### config.mk
export PLATFORM = sky130hd
export DESIGN_NAME = pbps_sequencer
export DESIGN_NICKNAME = d
export VERILOG_FILES = /design/src/hw/pbps_pkg.sv /design/src/hw/pbps_debounce_if.sv /design/src/hw/pbps_debounce.sv /design/src/hw/pbps_sequencer.sv
export SDC_FILE = /design/constraint.sdc
export NUM_CORES = 1
export LEC_CHECK = 0
export ABC_AREA = 1
export BUFFER_PORTS_ARGS = -buffer_cell sky130_fd_sc_hd__buf_2
export CAP_MARGIN = 20
export CORE_MARGIN = 2
export CORE_UTILIZATION = 53
export CTS_CLUSTER_DIAMETER = 60
export DETAILED_ROUTE_END_ITERATION = 8
export MAX_ROUTING_LAYER = met4
export PLACE_DENSITY = 0.71
export SLEW_MARGIN = 20
export SYNTH_ARGS = -nofsm -noshare
export SYNTH_HDL_FRONTEND = slang
export SYNTH_SLANG_ARGS = --single-unit
### constraint.sdc
create_clock -name CLK -period 3.92 [get_ports CLK]
set_input_delay 0.392 -clock CLK [delete_from_list [all_inputs] [get_ports CLK]]
set_output_delay 0.392 -clock CLK [all_outputs]
set_load 0.02 [all_outputs]
### src/hw/pbps_pkg.sv
// Purpose: shared constants of the push-button power sequencer
// Assumes: 25 MHz system clock
// Notes: delays are given in ms and turned into clock cycle counts here
package pbps_pkg;
   localparam int CLK_HZ = 25000000;
   localparam int DEBOUNCE_MS = 50;
   localparam int EXT_LEAD_MS = 1;
   localparam int PG_DELAY_MS = 20;
   localparam int DEBOUNCE_CYC = DEBOUNCE_MS * (CLK_HZ / 1000);
   localparam int EXT_LEAD_CYC = EXT_LEAD_MS * (CLK_HZ / 1000);
   localparam int PG_DELAY_CYC = PG_DELAY_MS * (CLK_HZ / 1000);
   localparam int CNT_W = 32;
   localparam int SEL_W = 3;
   // defaults restored at reset and on undervoltage lockout
   localparam logic [SEL_W-1:0] BUCK_SEQ_DEFAULT = 3'h4;
   localparam logic [SEL_W-1:0] LINEAR_SEQ_DEFAULT = 3'h7;
   localparam logic MASK_DEFAULT = 1'h1;
   localparam logic DEEP_REQ_DEFAULT = 1'h0;
   localparam logic SAVED_DEFAULT = 1'h0;
   typedef enum logic [2:0] {
      PBPS_OFF, PBPS_DEBOUNCE, PBPS_EXT_LEAD, PBPS_RAMP_LIN2, PBPS_RAMP_BUCKS,
      PBPS_RUN, PBPS_DEEP
   } pbps_state_t;
endpackage

### src/hw/pbps_debounce_if.sv
// Purpose: carries the raw button level and the debounced press
// Assumes: button level is synchronous to the clock
// Notes: enable low holds the debouncer cleared
`timescale 1ns/1ps
interface pbps_debounce_if;
   logic raw;
   logic enable;
   logic pressed;
   modport filter (input raw, input enable, output pressed);
   modport user (output raw, output enable, input pressed);
endinterface

### src/hw/pbps_debounce.sv
// Purpose: button debouncer; pressed rises after N consecutive low cycles
// Assumes: raw is synchronous; active low button
// Notes: any high cycle or disable restarts the count
`timescale 1ns/1ps
module pbps_debounce
   import pbps_pkg::*;
#(
   parameter int unsigned CYCLES = DEBOUNCE_CYC
) (
   input wire logic clk,
   input wire logic rst_n,
   pbps_debounce_if.filter dbi
);
   logic [CNT_W-1:0] cnt;
   logic [CNT_W-1:0] next_cnt;
   logic next_pressed;

   // count low cycles, restart on release
   always_comb begin
      next_cnt = cnt;
      next_pressed = dbi.pressed;
      if (!dbi.enable || dbi.raw) begin
         next_cnt = '0;
         next_pressed = 1'b0;
      end else if (!dbi.pressed) begin
         if (cnt == CNT_W'(CYCLES - 1)) begin
            next_pressed = 1'b1;
         end else begin
            next_cnt = cnt + CNT_W'(1);
         end
      end
   end

   // register count and press flag
   always_ff @(posedge clk or negedge rst_n) begin
      if (!rst_n) begin
         cnt <= '0;
         dbi.pressed <= 1'b0;
      end else begin
         cnt <= next_cnt;
         dbi.pressed <= next_pressed;
      end
   end
endmodule

### src/hw/pbps_sequencer.sv
// Purpose: push-button start, rail ordering, sleep and deep sleep control
// Assumes: all inputs synchronous to CLK; SW_WRITE loads all control fields
// Notes: rail enables are registered from the next state, so they move with state
`timescale 1ns/1ps
module pbps_sequencer
   import pbps_pkg::*;
#(
   parameter int unsigned DEBOUNCE_CYCLES = DEBOUNCE_CYC,
   parameter int unsigned EXT_LEAD_CYCLES = EXT_LEAD_CYC,
   parameter int unsigned PG_DELAY_CYCLES = PG_DELAY_CYC
) (
   input wire logic CLK,
   input wire logic RST_N,
   input wire logic POWER_BUTTON_IN,
   input wire logic HOLD_ON_IN,
   input wire logic CHARGER_PRESENT,
   input wire logic UVLO,
   input wire logic BUCK_THREE_ENABLE_PIN,
   input wire logic LINEAR_TWO_GOOD,
   input wire logic BUCK_ONE_GOOD,
   input wire logic SW_WRITE,
   input wire logic [SEL_W-1:0] SW_BUCK_SEQUENCE_SELECT,
   input wire logic [SEL_W-1:0] SW_LINEAR_SEQUENCE_SELECT,
   input wire logic SW_BUCK_THREE_PIN_MASK,
   input wire logic SW_DEEP_SLEEP_REQUEST,
   input wire logic SW_MEMORY_SAVED_FLAG,
   output logic [SEL_W-1:0] BUCK_SEQUENCE_SELECT,
   output logic [SEL_W-1:0] LINEAR_SEQUENCE_SELECT,
   output logic BUCK_THREE_PIN_MASK,
   output logic DEEP_SLEEP_REQUEST,
   output logic MEMORY_SAVED_FLAG,
   output logic SYSTEM_RAIL_ON,
   output logic EXTERNAL_REGULATOR_ENABLE,
   output logic BUCK_ONE_ON,
   output logic BUCK_TWO_ON,
   output logic BUCK_THREE_ON,
   output logic LINEAR_REG_ONE_ON,
   output logic LINEAR_REG_TWO_ON,
   output logic KEYPRESS_OUT,
   output logic POWER_GOOD_RESET_OUT
);
   pbps_state_t state, next_state;
   logic [CNT_W-1:0] cnt, next_cnt;
   logic hold_prev;
   logic [SEL_W-1:0] next_bsel, next_lsel;
   logic next_mask, next_ds_req, next_saved;
   logic next_sys, next_ext, next_b1, next_b2, next_b3, next_l1, next_l2, next_pg;
   logic powered, released;
   pbps_debounce_if dbi ();
   // debouncer is alive in every state except PBPS_OFF, debounce and deep sleep included
   assign dbi.raw = POWER_BUTTON_IN;
   assign dbi.enable = (state != PBPS_OFF);
   pbps_debounce #(
      .CYCLES(DEBOUNCE_CYCLES)
   ) u_debounce (
      .clk(CLK),
      .rst_n(RST_N),
      .dbi(dbi.filter)
   );
   // rails up from external enable onward, deep sleep excluded
   assign powered = (state == PBPS_EXT_LEAD) || (state == PBPS_RAMP_LIN2) ||
                    (state == PBPS_RAMP_BUCKS) || (state == PBPS_RUN);
   assign released = POWER_BUTTON_IN && !HOLD_ON_IN;

   // next state, delay counter and control fields
   always_comb begin
      next_state = state;
      next_cnt = cnt;
      next_bsel = BUCK_SEQUENCE_SELECT;
      next_lsel = LINEAR_SEQUENCE_SELECT;
      next_mask = BUCK_THREE_PIN_MASK;
      next_ds_req = DEEP_SLEEP_REQUEST;
      next_saved = MEMORY_SAVED_FLAG;
      case (state)
         PBPS_OFF: begin
            next_cnt = '0;
            if (!POWER_BUTTON_IN) begin
               next_state = PBPS_DEBOUNCE;
            end else if (CHARGER_PRESENT && HOLD_ON_IN && !hold_prev) begin
               next_state = PBPS_EXT_LEAD;
            end
         end
         PBPS_DEBOUNCE: begin
            if (dbi.pressed || (CHARGER_PRESENT && HOLD_ON_IN)) begin
               next_state = PBPS_EXT_LEAD;
            end else if (released) begin
               next_state = PBPS_OFF;
            end
         end
         PBPS_EXT_LEAD: begin
            if (cnt == CNT_W'(EXT_LEAD_CYCLES - 1)) begin
               next_state = PBPS_RAMP_LIN2;
               next_cnt = '0;
            end else begin
               next_cnt = cnt + CNT_W'(1);
            end
         end
         PBPS_RAMP_LIN2: begin
            if (LINEAR_TWO_GOOD) begin
               next_state = PBPS_RAMP_BUCKS;
            end
         end
         PBPS_RAMP_BUCKS: begin
            if (!BUCK_ONE_GOOD) begin
               next_cnt = '0;
            end else if (cnt == CNT_W'(PG_DELAY_CYCLES - 1)) begin
               next_state = PBPS_RUN;
               next_cnt = '0;
            end else begin
               next_cnt = cnt + CNT_W'(1);
            end
         end
         PBPS_RUN: begin
            if (DEEP_SLEEP_REQUEST) begin
               next_state = PBPS_DEEP;
            end
         end
         PBPS_DEEP: begin
            next_cnt = '0;
            if (dbi.pressed) begin
               next_state = PBPS_EXT_LEAD;
               next_ds_req = 1'b0;
            end
         end
         default: next_state = PBPS_OFF;
      endcase
      // losing the button without hold-on drops everything, except in deep sleep
      if (powered && released) begin
         next_state = PBPS_OFF;
         next_cnt = '0;
      end
      // software write after the hardware clear so a set wins
      if (SW_WRITE) begin
         next_bsel = SW_BUCK_SEQUENCE_SELECT;
         next_lsel = SW_LINEAR_SEQUENCE_SELECT;
         next_mask = SW_BUCK_THREE_PIN_MASK;
         next_ds_req = SW_DEEP_SLEEP_REQUEST;
         next_saved = SW_MEMORY_SAVED_FLAG;
      end
      // undervoltage lockout: factory defaults and a cold start
      if (UVLO) begin
         next_state = PBPS_OFF;
         next_cnt = '0;
         next_bsel = BUCK_SEQ_DEFAULT;
         next_lsel = LINEAR_SEQ_DEFAULT;
         next_mask = MASK_DEFAULT;
         next_ds_req = DEEP_REQ_DEFAULT;
         next_saved = SAVED_DEFAULT;
      end
   end

   // rail enables derived from the next state
   always_comb begin
      next_sys = (next_state != PBPS_OFF) || CHARGER_PRESENT;
      next_ext = 1'b0;
      next_b1 = 1'b0;
      next_b2 = 1'b0;
      next_b3 = 1'b0;
      next_l1 = 1'b0;
      next_l2 = 1'b0;
      next_pg = 1'b0;
      case (next_state)
         PBPS_EXT_LEAD: next_ext = 1'b1;
         PBPS_RAMP_LIN2: begin
            next_ext = 1'b1;
            next_l2 = 1'b1;
            next_b3 = next_mask || BUCK_THREE_ENABLE_PIN;
            next_l1 = BUCK_THREE_ENABLE_PIN;
         end
         PBPS_RAMP_BUCKS, PBPS_RUN: begin
            next_ext = 1'b1;
            next_l2 = 1'b1;
            next_b1 = 1'b1;
            next_b2 = 1'b1;
            next_b3 = next_mask || BUCK_THREE_ENABLE_PIN;
            next_l1 = BUCK_THREE_ENABLE_PIN;
            next_pg = (next_state == PBPS_RUN);
         end
         PBPS_DEEP: next_b2 = 1'b1;
         default: next_ext = 1'b0;
      endcase
   end

   // register state, fields and every output
   always_ff @(posedge CLK or negedge RST_N) begin
      if (!RST_N) begin
         state <= PBPS_OFF;
         cnt <= '0;
         hold_prev <= 1'b0;
         BUCK_SEQUENCE_SELECT <= BUCK_SEQ_DEFAULT;
         LINEAR_SEQUENCE_SELECT <= LINEAR_SEQ_DEFAULT;
         BUCK_THREE_PIN_MASK <= MASK_DEFAULT;
         DEEP_SLEEP_REQUEST <= DEEP_REQ_DEFAULT;
         MEMORY_SAVED_FLAG <= SAVED_DEFAULT;
         SYSTEM_RAIL_ON <= 1'b0;
         EXTERNAL_REGULATOR_ENABLE <= 1'b0;
         BUCK_ONE_ON <= 1'b0;
         BUCK_TWO_ON <= 1'b0;
         BUCK_THREE_ON <= 1'b0;
         LINEAR_REG_ONE_ON <= 1'b0;
         LINEAR_REG_TWO_ON <= 1'b0;
         KEYPRESS_OUT <= 1'b1;
         POWER_GOOD_RESET_OUT <= 1'b0;
      end else begin
         state <= next_state;
         cnt <= next_cnt;
         hold_prev <= HOLD_ON_IN;
         BUCK_SEQUENCE_SELECT <= next_bsel;
         LINEAR_SEQUENCE_SELECT <= next_lsel;
         BUCK_THREE_PIN_MASK <= next_mask;
         DEEP_SLEEP_REQUEST <= next_ds_req;
         MEMORY_SAVED_FLAG <= next_saved;
         SYSTEM_RAIL_ON <= next_sys;
         EXTERNAL_REGULATOR_ENABLE <= next_ext;
         BUCK_ONE_ON <= next_b1;
         BUCK_TWO_ON <= next_b2;
         BUCK_THREE_ON <= next_b3;
         LINEAR_REG_ONE_ON <= next_l1;
         LINEAR_REG_TWO_ON <= next_l2;
         KEYPRESS_OUT <= !dbi.pressed;
         POWER_GOOD_RESET_OUT <= next_pg;
      end
   end
endmodule

==> qor.yml <==
status: "finished clean"
dieArea_sq_mm: 0.0113
grt_start_max_net_pins: 55
grt_pass1_wl_um: 22900
yosys.cell_types.count: 36
ys.flop_type: "dfrtp_1"
synth_edf_count: 0
drt_iter0_drc: 373
ys_async_sr_fraction_pct: 100
cts-resized-gates: 0
drive_gt1_share_pct: 12.0
htreeDepth: 3
whs_ns: 0.0673
avgSynthCellArea_sq_um: 6.95
path_cells: "nor3_1 > nor2_1 > buf_4 > nand3_1 > nand2_2 > o21ai_0"
crit_family: "simple AND/OR/NAND/NOR gates"
die_w_um: 106
ys_seq_area_share_pct: 39.4
fp-row-count: 37
layout_min_cycle_time_ns: 2.41
ios: 37
track_usage_pct: 26.1
critPathSlowestCell: "dfrtp_1"
dp_cells: 955
grt_overflow: 0
hold_path.class: "in -> async"
routed_wl_um: 13500
fin_worst_skew_ns: 0.0140
ant_nets: 0
first_pass_iters: 5
p_leak_nw: 2.64
dr_total_vias: 5148
cellPowerDensity_mw_per_mm2: 278
cts_hold_buf: 0
worst_pin_slew_ns: 0.695
syn_inst: 797
multi_input_area_sq_mm: 0.00285
antenna_found_initial: 0
layout_commonest_cell: "nand2_1"
dpl_cell_area_sq_mm: 0.00578
syn-num-nets: 818
ff_latch_area_sq_mm: 0.00218
fin_area_sq_mm: 0.00595
critical_path_class: "reg -> reg"
finalWeightedCongestion: 0.944
io_buffers: 36
crit_fanout: 42
cp.required_ns: 4.14
stdcell_count: 971
path_buf_inv: 1
cts_tree: "built"
grt_pass1_vias: 4830
crit_arrival_ns: 2.63
nets: 851
cts_root_buf: "clkbuf_8"
hold_violations: 0
fin_setup_tns_ns: 0
syn_area_sq_mm: 0.00554
yosysWarnings: 0
ir_drop_mv: 0.199
postCtsSetupBuffers: 0
numCtsBuffers: 9
wire_per_inst_um: 13.9
start_util_pct: 54.2
finalCritPeriodShare_pct: 61.4
clk_latency_ns: 0.37
syn_to_final_growth_pct: 7.34
fillers: 986
cts.path.max_buffers: 2
relSlewSlack_pct: 53.7
core_sq_mm: 0.0102
setup_viol: 0
fp.dieH_um: 106
avgViaCountPerCell: 5.30
slowest_delay_ns: 0.53
drcViolationCount: 0
drv_slew: 0
path_clk_slew_ns: 0.10
antennaDiodeCount: 0
dp_hpwl_um: 10000
endpoint_kind: "register"
synth-seq-cells: 87
rsz0062_at_grt: "no"
mostFrequentLayoutCells: "nand2_1, nor2_1, inv_1"
max_cap_violations: 0
clkSinkCount: 87
cp-start-kind: "register"
fmax_mhz: 415
final timing paths:
check                                   start                 endpoint  slack, ns  depth (start not counted)
max                                  state[0]       u_debounce.cnt[23]       1.51                          6
min in group CLK                   HOLD_ON_IN                hold_prev       0.19                          1
min                                     RST_N                  cnt[25]       0.07                          1
max in group asynchronous               RST_N  BUCK_SEQUENCE_SELECT[2]       2.92                          2
min reg2reg                u_debounce.cnt[13]       u_debounce.cnt[13]       0.49                          2
max reg2reg                          state[0]       u_debounce.cnt[23]       1.51                          6
state kept, by name, indices dropped and copies added, names as in the netlist:
signal,flops
LINEAR_SEQUENCE_SELECT,3
LINEAR_REG_TWO_ON,1
hold_prev,1
BUCK_THREE_ON,1
POWER_GOOD_RESET_OUT,1
u_debounce.dbi.pressed,1
LINEAR_REG_ONE_ON,1
MEMORY_SAVED_FLAG,1
SYSTEM_RAIL_ON,1
u_debounce.cnt,32
BUCK_SEQUENCE_SELECT,3
DEEP_SLEEP_REQUEST,1
state,3
BUCK_THREE_PIN_MASK,1
KEYPRESS_OUT,1
BUCK_ONE_ON,1
BUCK_TWO_ON,1
EXTERNAL_REGULATOR_ENABLE,1
cnt,32
cells in the mapped netlist (3+ instances only):
| master | instances | area [sq um] |
|---|---|---|
| a22o_1 | 3 | 26.3 |
| nor2_1 | 122 | 458 |
| o22a_1 | 5 | 43.8 |
| o21ai_2 | 7 | 61.3 |
| nand3_1 | 67 | 335 |
| inv_1 | 93 | 349 |
| xor2_1 | 25 | 219 |
| dfstp_2 | 6 | 158 |
| inv_2 | 6 | 22.5 |
| nor3_2 | 3 | 30.0 |
| nand2_2 | 11 | 68.8 |
| o21ai_0 | 20 | 100 |
| buf_6 | 7 | 78.8 |
| nand4_1 | 16 | 100 |
| nand2_1 | 241 | 905 |
| nor2_2 | 4 | 25.0 |
| buf_4 | 5 | 37.5 |
| buf_2 | 3 | 15.0 |
| nor2_4 | 3 | 33.8 |
| dfrtp_1 | 81 | 2030 |
| o22ai_1 | 12 | 75.1 |
| xnor2_1 | 5 | 43.8 |
| nor3_1 | 35 | 175 |
report_power, final:
group	switching, W	leakage, nW	internal, W
logic	0.000105	1.37	0.0000385
clock network	0.000349	0.0829	0.000234
registers	0.0000127	1.18	0.000913
metrics by stage:
| step | util (%) | setup slack [ns] | power [W] |
|---|---|---|---|
| 3_5_place_dp | 56.5 | 1.49 | 0.00109 |
| 3_3_place_gp | 56.5 | 1.58 | 0.00109 |
| 4_1_cts | 58.2 | 1.49 | 0.00167 |
| 5_1_grt | 58.2 | 1.18 | 0.00173 |
| 2_1_floorplan | - | 2.25 | 0.00104 |
| 6_report | 58.2 | 1.51 | 0.00165 |
cell type report:
| cell class | instances | area share (%) |
|---|---|---|
| clock buffers | 10 | 2.15 |
| clock inverters | 6 | 0.778 |
| inverters | 100 | 6.33 |
| multi-input cells | 594 | 47.8 |
| flip-flops and latches | 87 | 36.7 |
| well taps | 136 | 2.86 |
| repair buffers | 38 | 3.32 |
kinds of logic (layout without fill, tap and decap cells):
family / Yosys count / in the layout / share of synthesized area, %
AO/OA/AOI/OAI: 51 / 51 / 6.14
AND/OR/NAND/NOR: 511 / 511 / 40.0
adder cells (fa/ha/maj): 2 / 2 / 0.451
XOR/XNOR: 30 / 30 / 4.74
flip-flops: 87 / 87 / 39.4
buffers and inverters: 116 / 154 / 9.23
layer usage:
metal | global-route usage [%] | part of all wire [%]
met5 | - | 0
met2 | 38.6 | 45
met3 | 3.92 | 5.6
met1 | 37.1 | 48
met4 | 8.46 | 1.7
Power figures use the tool's default switching activity.
